## src/swncr_pkg.sv

```systemverilog
// Package with the register map, field layout and carriers of the switch node.
//
// Overview of operation
// (RULE1) Global write lock bit 31 set rejects every configuration register write.
// (RULE2) Lock bit 8 set blocks any update of the PLL settings register.
// (RULE3) Bit 0 picks one-byte headers; every node must hold the same value.
// (RULE4) Writable 16-bit node identifier, reset zero, compared MSB first for routing.
// (RULE5) Any accepted write to the PLL settings register resets the tile.
// (RULE6) PLL fields: output divider 25:23, multiplier 20:8, input divider 6:0; MASK_PLL also keeps bit 21 writable.
// (RULE7) Switch clock is PLL clock divided by 16-bit field plus one, reset 0.
// (RULE8) Reference clock is PLL clock divided by its field plus one, reset 3.
// (RULE9) Mismatching destination routes by entry of most significant mismatching bit.
// (RULE10) Low table: eight 4-bit entries for bits 0 to 7, reset zero.
// (RULE11) High table: eight 4-bit entries for bits 8 to 15, reset zero.
// (RULE12) Debug pin control bit 1 lets the debug pin raise a debug call.
// (RULE13) Debug pin control bit 0 pulls the debug wire low in debug mode.
// (RULE14) Origin bit 4 set when the debug pin caused the latest debug event.
// (RULE15) Origin bit 0 set when the tile caused it; software may write it.
// (RULE16) Boot mode pins sampled at reset, shown in bits 23:16, pick PLL defaults.
// (RULE17) Requester uses node configuration reads and writes, not memory accesses.
// (RULE18) Destination equal to node identifier in all 16 bits is delivered locally.
// (RULE19) A write blocked by a lock leaves the register unchanged, no side effect.
package swncr_pkg;

   localparam int ADDR_W = 8;
   localparam int DATA_W = 32;
   localparam int NODE_W = 16;
   localparam int DIR_W  = 4;

   // Register numbers as carried by the configuration request.
   localparam logic [7:0] OFS_DEVICE_ID    = 8'h00;
   localparam logic [7:0] OFS_SWITCH_DESC  = 8'h01;
   localparam logic [7:0] OFS_SWITCH_LOCK  = 8'h04;
   localparam logic [7:0] OFS_NODE_ID      = 8'h05;
   localparam logic [7:0] OFS_PLL          = 8'h06;
   localparam logic [7:0] OFS_SWITCH_DIV   = 8'h07;
   localparam logic [7:0] OFS_REF_DIV      = 8'h08;
   localparam logic [7:0] OFS_DIR_LOW      = 8'h0C;
   localparam logic [7:0] OFS_DIR_HIGH     = 8'h0D;
   localparam logic [7:0] OFS_DEBUG_PIN    = 8'h10;
   localparam logic [7:0] OFS_DEBUG_ORIGIN = 8'h1F;

   // Field positions.
   localparam int BIT_WRITE_LOCK   = 31;
   localparam int BIT_PLL_LOCK     = 8;
   localparam int BIT_HEADER_MODE  = 0;
   localparam int BIT_PIN_CALL_EN  = 1;
   localparam int BIT_PIN_PULL_EN  = 0;
   localparam int BIT_ORIGIN_PIN   = 4;
   localparam int BIT_ORIGIN_TILE  = 0;
   localparam int POS_BOOT_MODE    = 16;
   localparam int POS_CHIP_ID      = 24;
   localparam int POS_REVISION     = 8;
   localparam int POS_LINK_COUNT   = 16;
   localparam int POS_CORE_COUNT   = 8;

   // Writable bits of each register; all others read as zero.
   localparam logic [31:0] MASK_SWITCH_LOCK  = 32'h8000_0101;
   localparam logic [31:0] MASK_NODE_ID      = 32'h0000_FFFF;
   localparam logic [31:0] MASK_PLL          = 32'h03BF_FF7F;
   localparam logic [31:0] MASK_DIV          = 32'h0000_FFFF;
   localparam logic [31:0] MASK_DIR          = 32'hFFFF_FFFF;
   localparam logic [31:0] MASK_DEBUG_PIN    = 32'h0000_0003;
   localparam logic [31:0] MASK_DEBUG_ORIGIN = 32'h0000_0011;

   // Reset values.
   localparam logic [31:0] RST_SWITCH_LOCK  = 32'h0000_0000;
   localparam logic [31:0] RST_NODE_ID      = 32'h0000_0000;
   localparam logic [31:0] RST_SWITCH_DIV   = 32'h0000_0000;
   localparam logic [31:0] RST_REF_DIV      = 32'h0000_0003;
   localparam logic [31:0] RST_DIR          = 32'h0000_0000;
   localparam logic [31:0] RST_DEBUG_PIN    = 32'h0000_0000;
   localparam logic [31:0] RST_DEBUG_ORIGIN = 32'h0000_0000;

   typedef struct packed {
      logic              valid;
      logic              write;
      logic [ADDR_W-1:0] addr;
      logic [DATA_W-1:0] wdata;
   } swncr_cfg_req_t;

   typedef struct packed {
      logic              ack;
      logic              err;
      logic              denied;
      logic [DATA_W-1:0] rdata;
   } swncr_cfg_rsp_t;

   typedef struct packed {
      logic             local_hit;
      logic [DIR_W-1:0] dir;
   } swncr_route_t;

endpackage : swncr_pkg

```

## src/swncr_config_regs.sv

```systemverilog
// Configuration register bank of the switch node with its routing and debug logic.
`timescale 1ns/1ps
`default_nettype none
module swncr_config_regs #(
   parameter logic [7:0]        CHIP_ID      = 8'h5A, // Arbitrary value.
   parameter logic [7:0]        REVISION     = 8'h01, // Arbitrary value.
   parameter logic [7:0]        VERSION      = 8'h01, // Arbitrary value.
   parameter logic [7:0]        LINK_COUNT   = 8'h08,
   parameter logic [7:0]        CORE_COUNT   = 8'h01,
   parameter logic [7:0]        LINKS_PER_PE = 8'h04,
   // PLL defaults indexed by {boot_mode_pin1, boot_mode_pin0}.
   parameter logic [3:0][31:0]  PLL_BOOT     = {32'h0000_0000, 32'h0000_0000,
                                                32'h0000_0000, 32'h0000_0000},
   parameter int                DIV_W        = 16
) (
   input  wire logic                   i_clk_sys,
   input  wire logic                   i_rst_n,
   input  wire swncr_pkg::swncr_cfg_req_t i_cfg_req,
   output var  swncr_pkg::swncr_cfg_rsp_t o_cfg_rsp,
   input  wire logic                   i_boot_mode_pin0,
   input  wire logic                   i_boot_mode_pin1,
   input  wire logic [15:0]            i_route_dest,
   input  wire logic                   i_route_valid,
   output var  swncr_pkg::swncr_route_t o_route,
   output logic                        o_route_valid,
   output logic                        o_header_1byte,
   output logic [31:0]                 o_pll_settings,
   output logic                        o_tile_reset,
   output logic                        o_switch_clk_tick,
   output logic                        o_ref_clk_tick,
   input  wire logic                   i_debug_pin_n,
   output logic                        o_debug_pin_out,
   output logic                        o_debug_pin_oe_n,
   input  wire logic                   i_node_debug_mode,
   input  wire logic                   i_tile_debug_event,
   output logic                        o_debug_call_event
);

   ////////////////////////////////////////////////////////////////////////////
   // Register storage.

   logic [31:0] lock_r,   lock_nxt;
   logic [31:0] node_r,   node_nxt;
   logic [31:0] pll_r,    pll_nxt;
   logic [31:0] swdiv_r,  swdiv_nxt;
   logic [31:0] refdiv_r, refdiv_nxt;
   logic [31:0] dirlo_r,  dirlo_nxt;
   logic [31:0] dirhi_r,  dirhi_nxt;
   logic [31:0] dbgpin_r, dbgpin_nxt;
   logic [31:0] origin_r, origin_nxt;
   logic [1:0]  boot_r,   boot_nxt;
   logic        booted_r, booted_nxt;
   logic        treset_r, treset_nxt;

   logic        wr_req;
   logic        wr_ok;
   logic        pin_fall;
   logic        pin_call;
   logic        pin_prev_r;

   function automatic logic [31:0] merge(input logic [31:0] old_v,
                                         input logic [31:0] new_v,
                                         input logic [31:0] mask);
      merge = (old_v & ~mask) | (new_v & mask);
   endfunction : merge

   function automatic logic hits(input logic [7:0] addr,
                                 input logic [7:0] ofs);
      hits = (addr == ofs);
   endfunction : hits

   assign wr_req   = i_cfg_req.valid && i_cfg_req.write;
   // Once the global lock is set only a reset can lift it again.
   assign wr_ok    = wr_req && !lock_r[swncr_pkg::BIT_WRITE_LOCK]; // see (RULE1)
   assign pin_fall = pin_prev_r && !i_debug_pin_n;
   assign pin_call = pin_fall && dbgpin_r[swncr_pkg::BIT_PIN_CALL_EN]; // see (RULE12)

   always_comb
   begin
      lock_nxt   = lock_r;
      node_nxt   = node_r;
      pll_nxt    = pll_r;
      swdiv_nxt  = swdiv_r;
      refdiv_nxt = refdiv_r;
      dirlo_nxt  = dirlo_r;
      dirhi_nxt  = dirhi_r;
      dbgpin_nxt = dbgpin_r;
      origin_nxt = origin_r;
      boot_nxt   = boot_r;
      booted_nxt = 1'b1;
      treset_nxt = 1'b0;
      // Mode pins are caught on the first edge after reset release.
      if (!booted_r)
      begin
         boot_nxt = {i_boot_mode_pin1, i_boot_mode_pin0};        // see (RULE16)
         pll_nxt  = PLL_BOOT[{i_boot_mode_pin1, i_boot_mode_pin0}]
                    & swncr_pkg::MASK_PLL;                       // see (RULE6)
      end
      if (wr_ok)
      begin
         unique case (i_cfg_req.addr)
            swncr_pkg::OFS_SWITCH_LOCK:
               lock_nxt = merge(lock_r, i_cfg_req.wdata,
                                swncr_pkg::MASK_SWITCH_LOCK);   // see (RULE3)
            swncr_pkg::OFS_NODE_ID:
               node_nxt = merge(node_r, i_cfg_req.wdata,
                                swncr_pkg::MASK_NODE_ID);       // see (RULE4)
            swncr_pkg::OFS_PLL:
               if (!lock_r[swncr_pkg::BIT_PLL_LOCK])            // see (RULE2)
               begin
                  pll_nxt    = merge(pll_r, i_cfg_req.wdata,
                                     swncr_pkg::MASK_PLL);      // see (RULE6)
                  treset_nxt = 1'b1;                            // see (RULE5)
               end
            swncr_pkg::OFS_SWITCH_DIV:
               swdiv_nxt = merge(swdiv_r, i_cfg_req.wdata,
                                 swncr_pkg::MASK_DIV);          // see (RULE7)
            swncr_pkg::OFS_REF_DIV:
               refdiv_nxt = merge(refdiv_r, i_cfg_req.wdata,
                                  swncr_pkg::MASK_DIV);         // see (RULE8)
            swncr_pkg::OFS_DIR_LOW:
               dirlo_nxt = merge(dirlo_r, i_cfg_req.wdata,
                                 swncr_pkg::MASK_DIR);          // see (RULE10)
            swncr_pkg::OFS_DIR_HIGH:
               dirhi_nxt = merge(dirhi_r, i_cfg_req.wdata,
                                 swncr_pkg::MASK_DIR);          // see (RULE11)
            swncr_pkg::OFS_DEBUG_PIN:
               dbgpin_nxt = merge(dbgpin_r, i_cfg_req.wdata,
                                  swncr_pkg::MASK_DEBUG_PIN);
            swncr_pkg::OFS_DEBUG_ORIGIN:
               origin_nxt = merge(origin_r, i_cfg_req.wdata,
                                  swncr_pkg::MASK_DEBUG_ORIGIN); // see (RULE15)
            default:
            begin
            end
         endcase
      end
      // Hardware events win over a software write in the same cycle and
      // replace the previous origin, so only the sources of the latest event stay set.
      if (pin_call || i_tile_debug_event)
      begin
         origin_nxt = '0;
         origin_nxt[swncr_pkg::BIT_ORIGIN_PIN]  = pin_call;           // see (RULE14)
         origin_nxt[swncr_pkg::BIT_ORIGIN_TILE] = i_tile_debug_event; // see (RULE15)
      end
   end

   always_ff @(posedge i_clk_sys or negedge i_rst_n)
   begin
      if (!i_rst_n)
      begin
         lock_r   <= swncr_pkg::RST_SWITCH_LOCK;
         node_r   <= swncr_pkg::RST_NODE_ID;
         pll_r    <= '0;
         swdiv_r  <= swncr_pkg::RST_SWITCH_DIV;
         refdiv_r <= swncr_pkg::RST_REF_DIV;
         dirlo_r  <= swncr_pkg::RST_DIR;
         dirhi_r  <= swncr_pkg::RST_DIR;
         dbgpin_r <= swncr_pkg::RST_DEBUG_PIN;
         origin_r <= swncr_pkg::RST_DEBUG_ORIGIN;
         boot_r   <= '0;
         booted_r <= 1'b0;
         treset_r <= 1'b0;
      end
      else
      begin
         lock_r   <= lock_nxt;
         node_r   <= node_nxt;
         pll_r    <= pll_nxt;
         swdiv_r  <= swdiv_nxt;
         refdiv_r <= refdiv_nxt;
         dirlo_r  <= dirlo_nxt;
         dirhi_r  <= dirhi_nxt;
         dbgpin_r <= dbgpin_nxt;
         origin_r <= origin_nxt;
         boot_r   <= boot_nxt;
         booted_r <= booted_nxt;
         treset_r <= treset_nxt;
      end
   end

   assign o_header_1byte = lock_r[swncr_pkg::BIT_HEADER_MODE]; // see (RULE3)
   assign o_pll_settings = pll_r;
   assign o_tile_reset   = treset_r;

   ////////////////////////////////////////////////////////////////////////////
   // Configuration read and response.

   swncr_pkg::swncr_cfg_rsp_t rsp_r, rsp_nxt;

   always_comb
   begin
      rsp_nxt       = '0;
      rsp_nxt.ack   = i_cfg_req.valid;
      // A locked write is acknowledged but marked, and changes nothing.
      rsp_nxt.denied = wr_req && (lock_r[swncr_pkg::BIT_WRITE_LOCK] ||
                       (hits(i_cfg_req.addr, swncr_pkg::OFS_PLL) &&
                        lock_r[swncr_pkg::BIT_PLL_LOCK]));      // see (RULE19)
      unique case (i_cfg_req.addr)
         swncr_pkg::OFS_DEVICE_ID:
         begin
            rsp_nxt.rdata = {CHIP_ID, 6'h00, boot_r, REVISION, VERSION};
            rsp_nxt.err   = i_cfg_req.write;
         end
         swncr_pkg::OFS_SWITCH_DESC:
         begin
            rsp_nxt.rdata = {8'h00, LINK_COUNT, CORE_COUNT, LINKS_PER_PE};
            rsp_nxt.err   = i_cfg_req.write;
         end
         swncr_pkg::OFS_SWITCH_LOCK:   rsp_nxt.rdata = lock_r;
         swncr_pkg::OFS_NODE_ID:       rsp_nxt.rdata = node_r;
         swncr_pkg::OFS_PLL:           rsp_nxt.rdata = pll_r;
         swncr_pkg::OFS_SWITCH_DIV:    rsp_nxt.rdata = swdiv_r;
         swncr_pkg::OFS_REF_DIV:       rsp_nxt.rdata = refdiv_r;
         swncr_pkg::OFS_DIR_LOW:       rsp_nxt.rdata = dirlo_r;
         swncr_pkg::OFS_DIR_HIGH:      rsp_nxt.rdata = dirhi_r;
         swncr_pkg::OFS_DEBUG_PIN:     rsp_nxt.rdata = dbgpin_r;
         swncr_pkg::OFS_DEBUG_ORIGIN:  rsp_nxt.rdata = origin_r;
         default:                      rsp_nxt.err   = 1'b1;
      endcase
      if (!i_cfg_req.valid)
      begin
         rsp_nxt = '0;
      end
   end

   always_ff @(posedge i_clk_sys or negedge i_rst_n)
   begin
      if (!i_rst_n)
      begin
         rsp_r <= '0;
      end
      else
      begin
         rsp_r <= rsp_nxt;
      end
   end

   assign o_cfg_rsp = rsp_r;

   ////////////////////////////////////////////////////////////////////////////
   // Clock dividers, expressed as one-cycle ticks of the PLL-rate clock.

   logic [1:0][DIV_W-1:0] div_cnt_r;
   logic [1:0][DIV_W-1:0] div_cnt_nxt;
   logic [1:0]            tick_r;
   logic [1:0]            tick_nxt;
   logic [1:0][DIV_W-1:0] div_limit;

   assign div_limit[0] = swdiv_r[DIV_W-1:0];  // see (RULE7)
   assign div_limit[1] = refdiv_r[DIV_W-1:0]; // see (RULE8)

   generate
      for (genvar g = 0; g < 2; g++)
      begin : g_div
         always_comb
         begin
            // Dividing by limit plus one; a lowered limit restarts cleanly.
            if (div_cnt_r[g] >= div_limit[g])
            begin
               div_cnt_nxt[g] = '0;
               tick_nxt[g]    = 1'b1;
            end
            else
            begin
               div_cnt_nxt[g] = div_cnt_r[g] + 1'b1;
               tick_nxt[g]    = 1'b0;
            end
         end

         always_ff @(posedge i_clk_sys or negedge i_rst_n)
         begin
            if (!i_rst_n)
            begin
               div_cnt_r[g] <= '0;
               tick_r[g]    <= 1'b0;
            end
            else
            begin
               div_cnt_r[g] <= div_cnt_nxt[g];
               tick_r[g]    <= tick_nxt[g];
            end
         end
      end
   endgenerate

   assign o_switch_clk_tick = tick_r[0];
   assign o_ref_clk_tick    = tick_r[1];

   ////////////////////////////////////////////////////////////////////////////
   // Routing decision.

   swncr_pkg::swncr_route_t route_now;
   swncr_pkg::swncr_route_t route_r, route_nxt;
   logic                    rvalid_r, rvalid_nxt;

   swncr_route_lookup #(
      .NODE_W (swncr_pkg::NODE_W),
      .DIR_W  (swncr_pkg::DIR_W)
   ) u_lookup (
      .i_node_id   (node_r[15:0]),
      .i_dest      (i_route_dest),
      .i_dir_table ({dirhi_r, dirlo_r}), // see (RULE10) (RULE11)
      .o_route     (route_now)
   );

   always_comb
   begin
      route_nxt  = i_route_valid ? route_now : route_r; // see (RULE9)
      rvalid_nxt = i_route_valid;
   end

   always_ff @(posedge i_clk_sys or negedge i_rst_n)
   begin
      if (!i_rst_n)
      begin
         route_r  <= '0;
         rvalid_r <= 1'b0;
      end
      else
      begin
         route_r  <= route_nxt;
         rvalid_r <= rvalid_nxt;
      end
   end

   assign o_route       = route_r;
   assign o_route_valid = rvalid_r;

   ////////////////////////////////////////////////////////////////////////////
   // Debug pin handling.

   logic call_r, call_nxt;
   logic pull_r, pull_nxt;

   always_comb
   begin
      call_nxt = pin_call;                                         // see (RULE12)
      pull_nxt = i_node_debug_mode &&
                 dbgpin_r[swncr_pkg::BIT_PIN_PULL_EN];             // see (RULE13)
   end

   always_ff @(posedge i_clk_sys or negedge i_rst_n)
   begin
      if (!i_rst_n)
      begin
         call_r     <= 1'b0;
         pull_r     <= 1'b0;
         pin_prev_r <= 1'b1;
      end
      else
      begin
         call_r     <= call_nxt;
         pull_r     <= pull_nxt;
         pin_prev_r <= i_debug_pin_n;
      end
   end

   // Open drain: only ever drive low, enable is active low.
   assign o_debug_call_event = call_r;
   assign o_debug_pin_out    = 1'b0;
   assign o_debug_pin_oe_n   = !pull_r;

endmodule : swncr_config_regs
`default_nettype wire

```

## src/swncr_route_lookup.sv

```systemverilog
// Direction lookup from the most significant mismatching node bit.
`timescale 1ns/1ps
`default_nettype none
module swncr_route_lookup #(
   parameter int NODE_W = 16,
   parameter int DIR_W  = 4
) (
   input  wire logic [NODE_W-1:0]          i_node_id,
   input  wire logic [NODE_W-1:0]          i_dest,
   input  wire logic [NODE_W*DIR_W-1:0]    i_dir_table,
   output var  swncr_pkg::swncr_route_t    o_route
);

   logic [NODE_W-1:0] diff;

   always_comb
   begin
      diff              = i_node_id ^ i_dest;
      o_route.local_hit = (diff == '0);                 // see (RULE18)
      o_route.dir       = '0;
      // Ascending scan lets the highest mismatching bit win.
      for (int n = 0; n < NODE_W; n++)
      begin
         if (diff[n])
         begin
            o_route.dir = i_dir_table[n*DIR_W +: DIR_W]; // see (RULE9)
         end
      end
   end

endmodule : swncr_route_lookup
`default_nettype wire

```

## config.mk

```make
export PLATFORM = sky130hd
export DESIGN_NAME = swncr_config_regs
export DESIGN_NICKNAME = d
export VERILOG_FILES = /design/src/swncr_pkg.sv /design/src/swncr_config_regs.sv /design/src/swncr_route_lookup.sv
export SDC_FILE = /design/constraint.sdc
export NUM_CORES = 1
export LEC_CHECK = 0
export ABC_AREA = 1
export BUFFER_PORTS_ARGS = -buffer_cell sky130_fd_sc_hd__buf_2
export CORE_ASPECT_RATIO = 0.8
export CORE_UTILIZATION = 58
export DETAILED_ROUTE_END_ITERATION = 8
export GPL_TIMING_DRIVEN = 0
export PLACE_DENSITY = 0.8
export SLEW_MARGIN = 20
export SYNTH_ARGS = -nofsm -noshare
export SYNTH_HDL_FRONTEND = slang
export SYNTH_SLANG_ARGS = --single-unit
```

## constraint.sdc

```tcl
create_clock -name i_clk_sys -period 2.9 [get_ports i_clk_sys]
set_input_delay 0.435 -clock i_clk_sys [delete_from_list [all_inputs] [get_ports i_clk_sys]]
set_output_delay 0.435 -clock i_clk_sys [all_outputs]
set_load 0.02 [all_outputs]
```

==> flow_summary.toml <==
[outcome]
outcome = "finished clean"

[global_route]
grt_start_max_net_pins = 96
grt_pass1_vias = 9537
grt_pass1_wl_um = 53400
grt_usage = 0.343
grt_overflow = 0
antenna_found_initial = 0

[sta]
grt_setup_unrepaired = "no"
timing.max_slew.rel_slack = 0.191
worst_pin_slew_ns = 1.21
timing.final.ws_setup_ns = 0.285
fin_worst_hold_slack_ns = 0.0238
final_hold_viol_count = 0
min_period_ns = 2.61
finalCritPeriodShare = 0.902
clock-skew-final_ns = 0.0138
max_freq_mhz = 382
finalMaxSlewViolations = 0
setup_viol_count_final = 0

[routing]
via_count = 10500
drt_iter0_drc = 1212
viasPerCell = 5.69
dr.pass1.iters = 9
drc = 0
drtAntennaViolNets = 0
wirelength_um = 34300
routedWlPerCell_um = 18.6

[synthesis]
synth_compound_area_frac = 0.146
ys_top_cells_by_count = "nand2_1 (369), dfrtp_1 (230), inv_1 (230)"
yosys.area.top_type_share = 0.502
yosysUniqueCellTypes = 51
synth_top_family_by_area = "simple AND/OR/NAND/NOR gates"
synth_edf_count = 0
synth_area_sq_um = 11500
synthSimpleGateAreaFrac = 0.199
synthMuxAreaShare = 0.00196
yosysMostFrequentCell = "nand2_1"
yosys_register_bits = 233
synthTopCellsByArea = "dfrtp_1 (50%), nand2_1 (12%), o21ai_0 (8.2%)"
synth_area_leader_cell = "dfrtp_1"
seq_area_frac_synth = 0.509
synth_xor_area_frac = 0.0136
avgSynthCellArea_sq_um = 8.20
netlist_instances = 1399
synth_nets = 1499
ys_warn_count = 0
synthAdderAreaFrac = 0.0371
synthFlopType = "dfrtp_1"
synthArstFlopShare = 1.00

[floorplanning]
die_x_um = 159
die_y_um = 128
core_region_area_sq_um = 19200
die-area_sq_um = 20300
io_pins = 146
start_util = 0.598
rows = 45

[cts]
clock_latency_ns = 0.53
path_clk_slew_ns = 0.06
cts_root_buf = "clkbuf_16"
cts_buffer_depth = 3
cts_buffers = 24
cts.sinks = 233
post_cts_buffers = 0
htree_num_levels = 1
tritoncts = "built"

[pwr]
leakagePower_nw = 6.90
powerDensity_nw_per_um2 = 510
peakVddDrop_v = 0.000385

[setup_path]
crit_type = "flop to flop"
cp.required_ns = 3.30
arrival_ns = 3.01
cp-end-kind = "flop"
cp_slowest_cell = "dfstp_2"
crit_top_cell = "o21ai_0"
worst_path_largest_cell_delay_ns = 0.57
crit_chain = "inv_1 -> ha_1 -> a21oi_1 -> o21ai_0 -> nand3_1 -> a21boi_0 -> o21a_1 -> o21ai_0 -> o211a_1 -> o21ai_2 -> buf_2 -> nor3_1"
cp_max_fo = 10
crit_family = "compound AO/OA/AOI/OAI gates"
critPathLaunchType = "flop"
crit_buf_inv = 2

[placed_design]
io_buffers = 144
pre_cts_ws_ns = -0.0577
dpl.hpwl_um = 25300
place.gp.congestion = 0.964

[run]
cap_violations = 0

[layout]
nets = 1672
n_antenna_cell = 0
drive_above_1_share = 0.141
areaGrowthSynthToFinish_pct = 16.7

[min_path]
hold_path_class = "primary input to flop"
flip-flops by register name (all words and copies together) (netlist names), 3 cells and up:
register and flops:
div_cnt_r 32, o_route 5, o_pll_settings 32, node_r 16, dirhi_r 32, dirlo_r 32, swdiv_r 16, refdiv_r 16
o_cfg_rsp 35, lock_r 3
layout by cell type, fill, tap and decap left out, types with 5 or more instances in the layout:
master / n
a31oi_1: 10
a21oi_1: 36
inv_1: 230
o22ai_1: 13
nor2_1: 66
xor2_1: 13
o21ai_0: 187
or2_2: 6
clkbuf_1: 37
clkbuf_16: 25
o211ai_1: 5
nand4_1: 9
a221oi_1: 22
nor3_1: 18
nor2_2: 5
buf_2: 153
nor3b_1: 15
dfrtp_1: 230
nand3_1: 28
ha_1: 34
nand2_1: 369
final timing paths:
kind | start | end | slack (ns) | depth (start not counted)
max | refdiv_r[1] | div_cnt_r[23] | 0.29 | 12
max reg2reg | refdiv_r[1] | div_cnt_r[23] | 0.29 | 12
min reg2reg | o_route[1] | o_route[1] | 0.48 | 2
max in group asynchronous | i_rst_n | pin_prev_r | 1.67 | 3
min in group asynchronous | i_rst_n | dirhi_r[20] | 0.42 | 2
min | i_debug_pin_n | pin_prev_r | 0.02 | 1
power by group:
part           total, mW  switching [mW]  internal, mW
Sequential          3.27         0.00661          3.27
Combinational      0.361           0.260         0.101
Clock               3.20            1.27          1.93
cell type report:
class | count | area [sq um]
plain buffers | 44 | 181
clock buffers | 36 | 707
clock inverters | 4 | 95.1
fillers | 1577 | 5810
inverters | 234 | 878
multi-input cells | 888 | 4580
flip-flops and latches | 233 | 5830
well taps | 258 | 323
repair buffers | 147 | 796
layer usage:
metal,global-route usage,share of wire,routed length [um],vias up
met5,0,0,0,-
met4,0.117,0.035,1200,0
met3,0.0993,0.13,4540,95
met2,0.475,0.41,13900,627
met1,0.514,0.43,14600,4929
li1,-,-,-,4840
kinds of logic (layout without fill, tap and decap cells):
kind of cell,after synthesis,count (layout)
and+or+nand+nor,536,536
other,2,2
buffers and inverters,278,465
muxes,2,2
xor gates and xnor gates,17,17
adders and majority gates,34,34
AOI/OAI and AO/OA,297,297
DFF,233,233
metrics by stage:
step | cell area (sq um) | setup TNS [ns] | utilization | instances | total power, mW
after global routing | 13400 | 0 | 0.698 | 1844 | 7.03
after floorplan | 11500 | 0 | - | 1399 | 3.48
final | 13400 | 0 | 0.698 | 1844 | 6.83
after global placement | 12500 | -601.96 | 0.652 | 1801 | 3.68
after detailed placement | 12600 | -0.0577 | 0.655 | 1803 | 3.69
after CTS | 13400 | 0 | 0.698 | 1844 | 6.84
what timing repair did:
item                                   in CTS  in global routing
hold buffers                                1                  0
resized for setup                           0                  0
endpoints found under the hold margin      51                  0
(Power assumes the default switching activity.)
